## src/hw/hlb_consts.svh

```systemverilog
`ifndef HLB_CONSTS_SVH
`define HLB_CONSTS_SVH

////////////////////////////////////////////////////////////////////////////////
// Record layout and request codes
`define HLB_LOG_ID         8'h02
`define HLB_NSID_GLOBAL    32'hFFFFFFFF
`define HLB_LOG_BYTES      32
`define HLB_HDR_BYTES      8'h06
`define HLB_CW_SPARE       0
`define HLB_CW_TEMP        1
`define HLB_CW_RELIAB      2
`define HLB_CW_RDONLY      3
`define HLB_CW_BACKUP      4
`define HLB_PCT_MAX        8'h64
`define HLB_USED_CLAMP_IN  16'h00FE
`define HLB_USED_SAT       8'hFF
`define HLB_ERR_NONE       2'h0
`define HLB_ERR_LOGID      2'h1
`define HLB_ERR_NSID       2'h2

////////////////////////////////////////////////////////////////////////////////
// Register offsets, status bits and reset values
`define HLB_A_STATUS       8'h00
`define HLB_A_MASK         8'h04
`define HLB_A_SPARE        8'h08
`define HLB_A_TEMP_LIM     8'h0C
`define HLB_A_CONFIG       8'h10
`define HLB_A_REC0         8'h14
`define HLB_A_REC1         8'h18
`define HLB_ST_CRIT        0
`define HLB_ST_TEMP        1
`define HLB_ST_SPARE       2
`define HLB_ST_USED        3
`define HLB_RST_SPARE      8'h64
`define HLB_RST_THRESH     8'h0A
`define HLB_RST_OVER       16'hFFFF
`define HLB_RST_UNDER      16'h0000

////////////////////////////////////////////////////////////////////////////////
// Timing
`define HLB_HOUR_S         3600
`define HLB_CLK_HZ         40000000
`define HLB_HOUR_CYCLES    (64'(`HLB_HOUR_S) * 64'(`HLB_CLK_HZ))

`endif

```

## src/hw/hlb_pkg.sv

```systemverilog
package hlb_pkg;

  typedef enum logic [1:0] {HLB_IDLE, HLB_SEND} hlb_fsm_t;

  typedef struct packed {
    hlb_fsm_t    fsm;
    logic [7:0]  idx;
    logic [47:0] snap;
    logic [7:0]  spare;
    logic [7:0]  thresh;
    logic [15:0] over_lim;
    logic [15:0] under_lim;
    logic        bk_present;
    logic [3:0]  sts;
    logic [3:0]  mask;
    logic [4:0]  crit_prev;
    logic [31:0] rdata;
    logic        irq;
    logic        aen;
    logic        lvalid;
    logic [7:0]  ldata;
    logic        llast;
    logic        done;
    logic [1:0]  err;
    logic        busy;
  } hlb_core_st_t;

  typedef struct packed {
    logic alarm;
  } hlb_temp_st_t;

  typedef struct packed {
    logic [39:0] cnt;
    logic [7:0]  used;
    logic        upd;
  } hlb_wear_st_t;

endpackage

```

## src/hw/hlb_if.sv

```systemverilog
`timescale 1ns/100ps
interface hlb_if;
  logic [15:0] temp_k;
  logic [15:0] over_lim;
  logic [15:0] under_lim;
  logic        temp_alarm;
  logic [15:0] wear_est;
  logic        asleep;
  logic [7:0]  used_pct;
  logic        used_upd;

  modport core (output temp_k, over_lim, under_lim, wear_est, asleep,
                input  temp_alarm, used_pct, used_upd);
  modport temp (input  temp_k, over_lim, under_lim, output temp_alarm);
  modport wear (input  wear_est, asleep, output used_pct, used_upd);
endinterface

```

## src/hw/hlb_temp_mon.sv

```systemverilog
`timescale 1ns/100ps
module hlb_temp_mon (
  input  wire logic sys_clk, // Core clock
  input  wire logic sys_rst, // Synchronous reset, high
  input  wire logic ce,      // Clock enable
  hlb_if.temp       bus      // Temperature and limits
);
  hlb_pkg::hlb_temp_st_t s_q;
  hlb_pkg::hlb_temp_st_t s_d;

  // Out of window on either side; equal to a limit is still in range
  always_comb begin
    s_d       = s_q;
    s_d.alarm = (bus.temp_k > bus.over_lim) || (bus.temp_k < bus.under_lim);
  end

  always_ff @(posedge sys_clk) begin
    if (sys_rst) begin
      s_q <= '0;
    end else if (ce) begin
      s_q <= s_d;
    end
  end

  assign bus.temp_alarm = s_q.alarm;
endmodule

```

## src/hw/hlb_wear_tracker.sv

```systemverilog
`timescale 1ns/100ps
`include "hlb_consts.svh"
module hlb_wear_tracker #(
  parameter longint unsigned HOUR_CYCLES = `HLB_HOUR_CYCLES // Cycles per awake hour
) (
  input  wire logic sys_clk, // Core clock
  input  wire logic sys_rst, // Synchronous reset, high
  input  wire logic ce,      // Clock enable
  hlb_if.wear       bus      // Wear estimate and result
);
  hlb_pkg::hlb_wear_st_t s_q;
  hlb_pkg::hlb_wear_st_t s_d;

  // The hour counter is forty bits wide
  if (HOUR_CYCLES < 1 || HOUR_CYCLES > 64'h0000_00FF_FFFF_FFFF) begin : g_bad_hour
    $error("hlb_wear_tracker: HOUR_CYCLES out of range");
  end

  // Hour counter halts in sleep, so only awake time advances the refresh
  always_comb begin
    s_d     = s_q;
    s_d.upd = 1'b0;
    if (!bus.asleep) begin
      if (s_q.cnt == 40'(HOUR_CYCLES - 1)) begin
        s_d.cnt  = 40'h0;
        s_d.used = (bus.wear_est > `HLB_USED_CLAMP_IN) ? `HLB_USED_SAT : bus.wear_est[7:0];
        s_d.upd  = 1'b1;
      end else begin
        s_d.cnt = s_q.cnt + 40'h1;
      end
    end
  end

  always_ff @(posedge sys_clk) begin
    if (sys_rst) begin
      s_q <= '0;
    end else if (ce) begin
      s_q <= s_d;
    end
  end

  assign bus.used_pct = s_q.used;
  assign bus.used_upd = s_q.upd;
endmodule

```

## src/hw/health_log_builder.sv

```systemverilog
// Decided for this implementation: the register offsets and the address-and-strobe port.
`timescale 1ns/100ps
`include "hlb_consts.svh"
module health_log_builder #(
  parameter int              LOG_BYTES   = `HLB_LOG_BYTES,  // Record length in bytes
  parameter longint unsigned HOUR_CYCLES = `HLB_HOUR_CYCLES // Cycles per awake hour
) (
  input  wire logic        sys_clk,         // Core clock, 40 MHz
  input  wire logic        sys_rst,         // Synchronous reset, high
  input  wire logic        ce,              // Clock enable, freezes state when low
  input  wire logic [7:0]  reg_addr,        // Register byte address
  input  wire logic [31:0] reg_wdata,       // Register write data
  input  wire logic        reg_wr,          // Write strobe
  input  wire logic        reg_rd,          // Read strobe
  output logic      [31:0] reg_rdata,       // Read data, cycle after strobe
  output logic             irq,             // Level interrupt
  output logic             aen,             // Warning event pulse
  input  wire logic [15:0] comp_temp_k,     // Composite temperature, kelvin
  input  wire logic        reliab_degraded, // Reliability degraded
  input  wire logic        media_read_only, // Media forced read-only
  input  wire logic        backup_failed,   // Volatile backup failed
  input  wire logic [15:0] wear_est,        // Raw life-used estimate
  input  wire logic        asleep,          // Controller in sleep state
  input  wire logic        req_valid,       // Record request
  input  wire logic [7:0]  req_log_id,      // Requested log identifier
  input  wire logic [31:0] req_nsid,        // Requested namespace
  output logic             req_busy,        // Record transfer in progress
  output logic             log_valid,       // Record byte valid
  output logic      [7:0]  log_data,        // Record byte
  output logic             log_last,        // Last record byte
  output logic             log_done,        // Request finished pulse
  output logic      [1:0]  log_err          // Finish code, with log_done
);

  ////////////////////////////////////////////////////////////////////////////////
  // Elaboration checks

  // The byte index is eight bits wide and the header alone is six bytes
  if (LOG_BYTES < 6 || LOG_BYTES > 256) begin : g_bad_len
    $error("health_log_builder: LOG_BYTES must be 6 to 256");
  end

  // The hour counter in the wear tracker is forty bits wide
  if (HOUR_CYCLES < 1 || HOUR_CYCLES > 64'h0000_00FF_FFFF_FFFF) begin : g_bad_hour
    $error("health_log_builder: HOUR_CYCLES must fit in forty bits");
  end

  localparam logic [7:0] LAST_IDX = 8'(LOG_BYTES - 1);

  localparam hlb_pkg::hlb_core_st_t ST_RST = '{
    fsm:       hlb_pkg::HLB_IDLE,
    spare:     `HLB_RST_SPARE,
    thresh:    `HLB_RST_THRESH,
    over_lim:  `HLB_RST_OVER,
    under_lim: `HLB_RST_UNDER,
    default:   '0
  };

  ////////////////////////////////////////////////////////////////////////////////
  // State and helpers

  hlb_pkg::hlb_core_st_t s_q;
  hlb_pkg::hlb_core_st_t s_d;
  hlb_if                 u_if ();

  logic [4:0]  crit;
  logic [7:0]  crit_byte;
  logic [47:0] rec;
  logic        spare_low;
  logic [3:0]  events;
  logic [3:0]  sts_clr;
  // Register decode results
  logic [31:0] rd_word;
  logic        wr_mask;
  logic        wr_spare;
  logic        wr_lim;
  logic        wr_cfg;

  // Firmware may write any byte; the field is a percentage so cap at 100
  function automatic logic [7:0] pct_clamp(input logic [7:0] v);
    pct_clamp = (v > `HLB_PCT_MAX) ? `HLB_PCT_MAX : v;
  endfunction

  // Header byte by position; the reserved tail beyond it reads as zero
  // Kept apart from the state machine so the byte order sits in one place
  function automatic logic [7:0] hdr_byte(input logic [47:0] h, input logic [7:0] i);
    hdr_byte = 8'h00;
    if (i < `HLB_HDR_BYTES) begin
      case (i[2:0])
        3'h0: begin
          hdr_byte = h[7:0];
        end
        3'h1: begin
          hdr_byte = h[15:8];
        end
        3'h2: begin
          hdr_byte = h[23:16];
        end
        3'h3: begin
          hdr_byte = h[31:24];
        end
        3'h4: begin
          hdr_byte = h[39:32];
        end
        3'h5: begin
          hdr_byte = h[47:40];
        end
        default: begin
          hdr_byte = 8'h00;
        end
      endcase
    end
  endfunction

  ////////////////////////////////////////////////////////////////////////////////
  // Submodules

  // Limits cross to the monitor; alarm returns one cycle later
  assign u_if.temp_k    = comp_temp_k;
  assign u_if.over_lim  = s_q.over_lim;
  assign u_if.under_lim = s_q.under_lim;
  assign u_if.wear_est  = wear_est;
  assign u_if.asleep    = asleep;

  hlb_temp_mon u_temp (
    .sys_clk (sys_clk),
    .sys_rst (sys_rst),
    .ce      (ce),
    .bus     (u_if.temp)
  );

  hlb_wear_tracker #(
    .HOUR_CYCLES (HOUR_CYCLES)
  ) u_wear (
    .sys_clk (sys_clk),
    .sys_rst (sys_rst),
    .ce      (ce),
    .bus     (u_if.wear)
  );

  ////////////////////////////////////////////////////////////////////////////////
  // Live warning byte and record header

  // Each bit mirrors its present condition, the backup bit only while a backup is present; nothing is latched here
  always_comb begin
    spare_low                = (s_q.spare < s_q.thresh);
    crit                     = 5'h00;
    crit[`HLB_CW_SPARE]      = spare_low;
    crit[`HLB_CW_TEMP]       = u_if.temp_alarm;
    crit[`HLB_CW_RELIAB]     = reliab_degraded;
    crit[`HLB_CW_RDONLY]     = media_read_only;
    crit[`HLB_CW_BACKUP]     = s_q.bk_present & backup_failed;
  end

  // Upper warning bits are reserved and stay zero
  assign crit_byte = {3'h0, crit};

  // Byte order: warning, temperature low, high, spare, threshold, life used
  // Life used of 100 passes unchanged; failure is reported only via bit 2
  assign rec = {u_if.used_pct, s_q.thresh, s_q.spare, comp_temp_k, crit_byte};

  ////////////////////////////////////////////////////////////////////////////////
  // Event sources

  // Rising edges for the warning sources, so a standing condition raises one event; life used sets on each refresh
  always_comb begin
    events               = 4'h0;
    events[`HLB_ST_CRIT] = |(crit & ~s_q.crit_prev);
    events[`HLB_ST_TEMP] = crit[`HLB_CW_TEMP] & ~s_q.crit_prev[`HLB_CW_TEMP];
    events[`HLB_ST_SPARE] = spare_low & ~s_q.crit_prev[`HLB_CW_SPARE];
    events[`HLB_ST_USED] = u_if.used_upd;
  end

  // Read of status clears it; a new event in the same cycle still sets
  assign sts_clr = (reg_rd && reg_addr == `HLB_A_STATUS) ? 4'hF : 4'h0;

  ////////////////////////////////////////////////////////////////////////////////
  // Register write decode

  // One strobe per register; an unmapped write raises none and is dropped
  // Firmware owns spare, threshold and limits; no pin ever writes them
  always_comb begin
    wr_mask  = 1'b0;
    wr_spare = 1'b0;
    wr_lim   = 1'b0;
    wr_cfg   = 1'b0;
    if (reg_wr) begin
      case (reg_addr)
        `HLB_A_MASK: begin
          wr_mask = 1'b1;
        end
        `HLB_A_SPARE: begin
          wr_spare = 1'b1;
        end
        `HLB_A_TEMP_LIM: begin
          wr_lim = 1'b1;
        end
        `HLB_A_CONFIG: begin
          wr_cfg = 1'b1;
        end
        default: begin
          // Unmapped offset: no strobe
        end
      endcase
    end
  end

  ////////////////////////////////////////////////////////////////////////////////
  // Register read decode

  // Decoded apart from the next state so the read path stays a plain mux
  // Record words show live values, not the snapshot of a transfer
  always_comb begin
    rd_word = 32'h0000_0000;
    case (reg_addr)
      `HLB_A_STATUS: begin
        rd_word = {28'h0, s_q.sts};
      end
      `HLB_A_MASK: begin
        rd_word = {28'h0, s_q.mask};
      end
      `HLB_A_SPARE: begin
        rd_word = {16'h0, s_q.thresh, s_q.spare};
      end
      `HLB_A_TEMP_LIM: begin
        rd_word = {s_q.under_lim, s_q.over_lim};
      end
      `HLB_A_CONFIG: begin
        rd_word = {31'h0, s_q.bk_present};
      end
      `HLB_A_REC0: begin
        rd_word = rec[31:0];
      end
      `HLB_A_REC1: begin
        rd_word = {16'h0, rec[47:32]};
      end
      default: begin
        rd_word = 32'h0000_0000;
      end
    endcase
  end

  ////////////////////////////////////////////////////////////////////////////////
  // Next state

  always_comb begin
    s_d           = s_q;
    s_d.crit_prev = crit;
    s_d.aen       = events[`HLB_ST_CRIT];
    s_d.sts       = (s_q.sts & ~sts_clr) | events;
    s_d.rdata     = 32'h0000_0000;
    s_d.lvalid    = 1'b0;
    s_d.llast     = 1'b0;
    s_d.ldata     = 8'h00;
    s_d.done      = 1'b0;
    s_d.err       = `HLB_ERR_NONE;

    // Register writes, one decoded strobe each
    if (wr_mask) begin
      s_d.mask = reg_wdata[3:0];
    end
    if (wr_spare) begin
      s_d.spare  = pct_clamp(reg_wdata[7:0]);
      s_d.thresh = pct_clamp(reg_wdata[15:8]);
    end
    if (wr_lim) begin
      s_d.over_lim  = reg_wdata[15:0];
      s_d.under_lim = reg_wdata[31:16];
    end
    if (wr_cfg) begin
      s_d.bk_present = reg_wdata[0];
    end

    // Read data stand for one cycle only; unmapped offsets return zero
    if (reg_rd) begin
      s_d.rdata = rd_word;
    end

    s_d.irq = |(s_d.sts & s_d.mask);

    // Record transfer; header is frozen at request so bytes stay coherent
    case (s_q.fsm)
      hlb_pkg::HLB_IDLE: begin
        if (req_valid) begin
          if (req_log_id != `HLB_LOG_ID) begin
            s_d.done = 1'b1;
            s_d.err  = `HLB_ERR_LOGID;
          end else if (req_nsid != `HLB_NSID_GLOBAL) begin
            s_d.done = 1'b1;
            s_d.err  = `HLB_ERR_NSID;
          end else begin
            s_d.snap = rec;
            s_d.idx  = 8'h00;
            s_d.busy = 1'b1;
            s_d.fsm  = hlb_pkg::HLB_SEND;
          end
        end
      end
      hlb_pkg::HLB_SEND: begin
        s_d.lvalid = 1'b1;
        s_d.ldata  = hdr_byte(s_q.snap, s_q.idx);
        if (s_q.idx == LAST_IDX) begin
          s_d.llast = 1'b1;
          s_d.done  = 1'b1;
          s_d.busy  = 1'b0;
          s_d.fsm   = hlb_pkg::HLB_IDLE;
        end else begin
          s_d.idx = s_q.idx + 8'h01;
        end
      end
      default: begin
        s_d.fsm  = hlb_pkg::HLB_IDLE;
        s_d.busy = 1'b0;
      end
    endcase
  end

  ////////////////////////////////////////////////////////////////////////////////
  // State register

  always_ff @(posedge sys_clk) begin
    if (sys_rst) begin
      s_q <= ST_RST;
    end else if (ce) begin
      s_q <= s_d;
    end
  end

  ////////////////////////////////////////////////////////////////////////////////
  // Outputs, all straight from the state register

  assign reg_rdata = s_q.rdata;
  assign irq       = s_q.irq;
  assign aen       = s_q.aen;
  assign req_busy  = s_q.busy;
  assign log_valid = s_q.lvalid;
  assign log_data  = s_q.ldata;
  assign log_last  = s_q.llast;
  assign log_done  = s_q.done;
  assign log_err   = s_q.err;

endmodule

```

## config.mk

```make
export PLATFORM = sky130hd
export DESIGN_NAME = health_log_builder
export DESIGN_NICKNAME = d
export VERILOG_FILES = /design/src/hw/hlb_pkg.sv /design/src/hw/hlb_if.sv /design/src/hw/hlb_temp_mon.sv /design/src/hw/hlb_wear_tracker.sv /design/src/hw/health_log_builder.sv
export VERILOG_INCLUDE_DIRS = /design/src /design/src/hw
export SDC_FILE = /design/constraint.sdc
export NUM_CORES = 1
export LEC_CHECK = 0
export BUFFER_PORTS_ARGS = -buffer_cell sky130_fd_sc_hd__buf_2
export CAP_MARGIN = 10
export CORE_UTILIZATION = 30
export DETAILED_ROUTE_END_ITERATION = 8
export HOLD_SLACK_MARGIN = 0.15
export SKIP_LAST_GASP = 1
export SLEW_MARGIN = 20
export SYNTH_ARGS = -nofsm -noshare
export SYNTH_HDL_FRONTEND = slang
export SYNTH_HIERARCHICAL = 1
export SYNTH_SLANG_ARGS = --single-unit
```

## constraint.sdc

```tcl
create_clock -name sys_clk -period 2.2 [get_ports sys_clk]
set_input_delay 0.33 -clock sys_clk [delete_from_list [all_inputs] [get_ports sys_clk]]
set_output_delay 0.33 -clock sys_clk [all_outputs]
set_load 0.05 [all_outputs]
```

Word-level counts from Yosys, hierarchy flattened
Index checks and enable logic that the tools add are counted.
{ "classes": {"add_sub_neg": 2, "order_cmp": 7, "n_eq_ne": 21, "mux": 38, "n_bitwise": 14, "n_reduce_logical": 16} }
{ "ops": {"columns": ["cell", "n"], "rows": [
  ["32-bit one-hot mux with 7 select lines", 1],
  ["58-bit 2-to-1 mux", 3],
  ["8-bit one-hot mux with 6 select lines", 1],
  ["40-bit by 1-bit adder with 40-bit output (second input constant)", 1],
  ["40-bit by 38-bit == test with 1-bit output (second input constant)", 1],
  ["40-bit 2-to-1 mux", 1],
  ["8-bit 2-to-1 mux", 5],
  ["8-bit by 5-bit == test with 1-bit output (second input constant)", 4],
  ["32-bit 2-to-1 mux", 1],
  ["32-bit inequality test (second input constant)", 1],
  ["8-bit by 4-bit == test with 1-bit output (second input constant)", 2],
  ["16-bit greater-than comparator", 1],
  ["16-bit by 8-bit greater-than comparator with 1-bit output (second input constant)", 1],
  ["8-bit by 7-bit greater-than comparator with 1-bit output (second input constant)", 2],
  ["16-bit less-than comparator", 1],
  ["8-bit one-hot mux with 2 select lines", 1],
  ["1-bit 2-to-1 mux", 13],
  ["4-bit 2-to-1 mux", 3],
  ["10-bit 2-to-1 mux", 1],
  ["2-bit inequality test (second input constant)", 5],
  ["5-bit AND reduction", 2],
  ["8-bit by 1-bit adder with 8-bit output (second input constant)", 1],
  ["4-bit bitwise AND", 2],
  ["8-bit by 3-bit == test with 1-bit output (second input constant)", 1],
  ["other kinds (28)", 43]
]} }
{ "totals": {"register_bits": 215, "input_bits": 122, "output_inout_bits": 48, "word_cells": 122} }

Depth between registers and ports, before layout
{ "logic_depth": {"ltp_word": 8, "ltp_mapped": 8, "mapped_depth_nobuf": 7} }

Cells and area by module
Netlist, hierarchy kept.
{ "by_module_without_submodules": {"columns": ["module", "instances", "cells_per_inst", "area_each_um2"], "rows": [
  ["health_log_builder", 1, 929, 7661.1],
  ["hlb_wear_tracker", 1, 269, 2353.5],
  ["hlb_temp_mon", 1, 110, 848.3]
]} }

Least setup slack after synthesis
No wires, ideal clock.
{ "synth_path": {"kind": "reg-to-reg", "from": "register u_wear/s_q[9] (netlist name)", "to": "register u_wear/s_q[45] (netlist name)", "t_arrival_ns": 2.155, "t_required_ns": 2.134, "path_slack_ns": -0.021, "stages_incl_launch_ff": 8, "n_path_buf": 1, "synth_period_minus_slack_ns": 2.221, "cell_sequence": "dfxtp_1 ha_1 nand4b_1 or3_1 clkbuf_2 or4_1 or3_1 a21oi_2"} }
{ "synth_via": {"elab_chain_cells": 2, "elab_cells_between_ends": 3} }
{ "synth_rtl": {"columns": ["element", "line", "rtl"], "rows": [
  ["start, declared", "hlb_wear_tracker.sv:11", "hlb_pkg::hlb_wear_st_t s_q;"],
  ["start signal, assigned", "hlb_wear_tracker.sv:36", "s_q <= '0;"],
  ["start signal, assigned", "hlb_wear_tracker.sv:38", "s_q <= s_d;"],
  ["40-bit by 1-bit adder with 40-bit output / 40-bit by 38-bit == test with 1-bit output (equally long branches)", "hlb_wear_tracker.sv:29, hlb_wear_tracker.sv:24", null],
  ["40-bit 2-to-1 mux (*)", "hlb_wear_tracker.sv:24", "if (s_q.cnt == 40'(HOUR_CYCLES - 1)) begin"]
]} }
Every way passes the cells marked *; elsewhere a longest branch is shown, timed or not.
A chain may end at the register's enable or synchronous reset.

Worst setup path after layout
{ "layout_path": {"from": "register s_q (netlist bit rec[38])", "to": "register s_q[57] (netlist name)"} }
{ "layout_via": {"elab_chain_cells": 4} }
{ "layout_rtl": {"columns": ["element", "line", "rtl"], "rows": [
  ["start, declared", "health_log_builder.sv:62", "hlb_pkg::hlb_core_st_t s_q;"],
  ["start signal, assigned", "health_log_builder.sv:323", "s_q <= ST_RST;"],
  ["start signal, assigned", "health_log_builder.sv:325", "s_q <= s_d;"],
  ["8-bit less-than comparator", "health_log_builder.sv:146", "spare_low = (s_q.spare < s_q.thresh);"],
  ["5-bit bitwise AND", "health_log_builder.sv:168", "events[`HLB_ST_CRIT] = |(crit & ~s_q.crit_prev);"],
  ["5-bit OR reduction", "health_log_builder.sv:168", null],
  ["4-bit OR", "health_log_builder.sv:250", "s_d.sts = (s_q.sts & ~sts_clr) | events;"]
]} }
No other way between the ends.

==> qor.yml <==
job:
  maxCapViolCount: 0
logic_synthesis:
  ys_warn_count: 6
  syn_area_per_cell_sq_um: 8.30
  syn-cell-area_sq_um: 10900
  ys.flop_type: "dfxtp_1"
  syn-num-nets: 1474
  synth_edf_count: 0
  synth-seq-cells: 214
  synthTopCellsByArea: "dfxtp_1, nand2_1, ha_1"
  synth_top_area_share: 0.394
  synthCells: 1308
  yosysSeqAreaShare: 0.394
  synth_top_area_cell: "dfxtp_1"
  ys_types: 76
  synthArstFlopShare: 0
placement:
  place_inst: 1892
  dp_hpwl_um: 26400
  portBuffers: 169
  place_area_sq_um: 12300
  place_ws_ns: -0.0843
  place_congestion: 0.890
cells_and_area:
  drive_above_1_share: 0.211
  area_growth_pct: 25.6
  stdcell_area_sq_um: 13600
  nets: 1674
  final_core_util: 0.384
  antenna_cells: 0
  n_fill_cell: 3658
  fin_cells: 1985
pwr:
  p_leak_nw: 5.45
  sequentialPowerShare: 0.455
  ir_drop_mv: 0.496
  switching_share: 0.228
  p_clk_frac: 0.476
  p_sw_mw: 1.96
  internal-power_mw: 6.62
  total_power_mw: 8.58
  power_density_nw_per_um2: 629
  combPwrFrac: 0.069
clock_tree:
  clock_path_buffers: 3
  clock-sinks: 214
  cts_tree: "built"
  numCtsBuffers: 25
  root_buffer: "clkbuf_16"
  htree_num_levels: 1
  clock_latency_ns: 0.51
  clk_pin_slew_ns: 0.06
setup_path:
  r2r-start: "rec[38]$_SDFFE_PP0P_"
  reg2regPathDepth: 8
  arrival_ns: 2.57
  cp_slowest_cell: "dfxtp_1"
  cp.required_ns: 2.65
  startpoint_type: "flip-flop"
  r2r_setup_slack_ns: 0.08
  timing.rr.end: "s_q[57]$_SDFFE_PP0P_"
  cp_cell_sequence: "inv_1, ha_1, a21o_1, a211o_1, a211oi_1, buf_4, o21ai_0, a21oi_1"
  cp_max_fo: 4
  end_kind: "flip-flop"
  crit_end: "s_q[57]$_SDFFE_PP0P_"
  cpPeakStageDelay_ns: 0.41
  crit_type: "reg2reg"
  crit_start: "rec[38]$_SDFFE_PP0P_"
timing:
  rsz0062_at_grt: "no"
  fin_setup_tns_ns: 0
  setup_viol: 0
  setup_ws_ns: 0.0819
  fmax_ghz: 0.472
  relSlewSlack: 0.580
  finalClockSkew_ns: 0.0108
  slew_viol_final: 0
  worstMarginPinSlew_ns: 0.630
  fin_crit_sh: 0.963
  hold_violations: 0
  holdWs_ns: 0.171
  fin_crit_ns: 2.12
global_route:
  grt_max_degree: 56
  grt_overflow: 0
  grt_pass1_wl_um: 53600
  grt_use_total: 0.186
  antenna_found_initial: 0
  grt_pass1_vias: 9709
hold_path:
  hold_class: "in2reg"
floorplan:
  coreArea_sq_um: 35600
  dieHeight_um: 192
  io_pins: 170
  start_util: 0.305
  die-area_sq_um: 37000
  rows: 69
  die_x_um: 192
drt:
  drt_iter0_drc: 709
  vias_per_cell: 5.22
  wl_per_cell_um: 17.7
  drcViolationCount: 0
  drt.antenna.violating_nets: 0
  wirelength_um: 35100
  drt-pass1-iter-count: 7
  via_count: 10355
outcome:
  status: "completed"
synthesized netlist by cell type, drive strengths merged, types with 11 or more instances:
library cell	n
nor3	16
ha	44
xnor2	11
o21a	11
o21ai	31
nand4	36
a22o	36
inv	56
and2	12
xor2	23
nand2	209
buf	70
clkbuf	55
nand3b	17
a21oi	108
nor2	103
nor4	18
and3	14
a22oi	35
dfxtp	214
nand3	36
power by group through the flow:
stage                     registers [mW]  clock network, mW  logic, mW
after floorplan                     4.00                  0      0.216
after global placement              3.99                  0      0.507
after detailed placement            3.99                  0      0.515
after CTS                           3.90               4.17      0.585
after global routing                3.91               4.33      0.635
final                               3.91               4.08      0.589
layout by cell type, fill, tap and decap left out, types with 23 or more instances in the layout:
master and n:
buf_2 168, nand2_1 209, dfxtp_1 211, ha_1 43
nor2_1 103, clkbuf_16 25, a22o_1 36, inv_1 56
nand3_1 35, o21ai_0 29, buf_4 73, a21oi_1 107
xor2_1 23, nand4_1 35, dlygate4sd3_1 49, a22oi_1 35
area by class of cell:
cell class | instances | area (sq um) | share of cell area
inverter | 57 | 214 | 0.0157
timing repair buffer | 298 | 2040 | 0.149
clock buffer | 37 | 711 | 0.0521
sequential | 214 | 4290 | 0.314
multi-input combinational | 912 | 5720 | 0.419
clock inverter | 6 | 93.8 | 0.00688
tap | 461 | 577 | 0.0423
cell families (layout without fill, tap and decap cells):
group           count (synthesis)  count (layout)  synth area share
simple gates                  511             511             0.229
compound gates                310             310             0.200
flops                         214             214             0.394
buf+inv                       182             398            0.0829
fa+ha+maj                      44              44            0.0507
xor+xnor                       34              34            0.0274
mux                            13              13            0.0160
sequential cells by signal, summed over array words and instances, names as in the netlist:
signal / flops
s_q: 68
u_temp/bus.temp_alarm: 1
rec: 16
u_if.under_lim: 16
log_last: 1
u_wear/bus.used_pct: 8
u_wear/s_q: 40
log_valid: 1
log_data: 8
irq: 1
log_done: 1
req_busy: 1
u_wear/bus.used_upd: 1
u_if.over_lim: 16
reg_rdata: 32
log_err: 2
aen: 1
metal layers:
metal	share of wire	vias to the layer above	GRT usage
met5	0	-	0
met1	0.45	4920	0.250
met4	0.019	0	0.0415
li1	-	5010	-
met3	0.073	45	0.0295
met2	0.46	380	0.310
critical path: cells and delay by family (launching register included):
family,cells,cell delay (ns)
compound gates,5,1.06
flops,1,0.41
fa+ha+maj,1,0.30
buf+inv,2,0.27
worst min path at each step:
stage                               start                                 end  slack (ns)  cells after the start
finish                     comp_temp_k[2]               s_q[120]$_SDFFE_PP0P_        0.17                      3
global route              comp_temp_k[15]               s_q[133]$_SDFFE_PP0P_        0.17                      3
CTS                       comp_temp_k[15]               s_q[133]$_SDFFE_PP0P_        0.15                      3
detailed placement  s_q[128]$_SDFFE_PP0P_               s_q[128]$_SDFFE_PP0P_        0.44                      2
global placement    s_q[129]$_SDFFE_PP0P_               s_q[129]$_SDFFE_PP0P_        0.44                      2
floorplan                         sys_rst  u_temp/bus.temp_alarm$_SDFFE_PP0P_        0.40                      1
repair_timing:
item,in CTS,in global routing
setup endpoints to repair,48,49
pin swaps,0,1
setup buffers,1,0
hold endpoints to repair,62,0
gates resized for setup,3,5
hold buffers,49,0
Note: power is estimated with default switching activity, not from simulation.
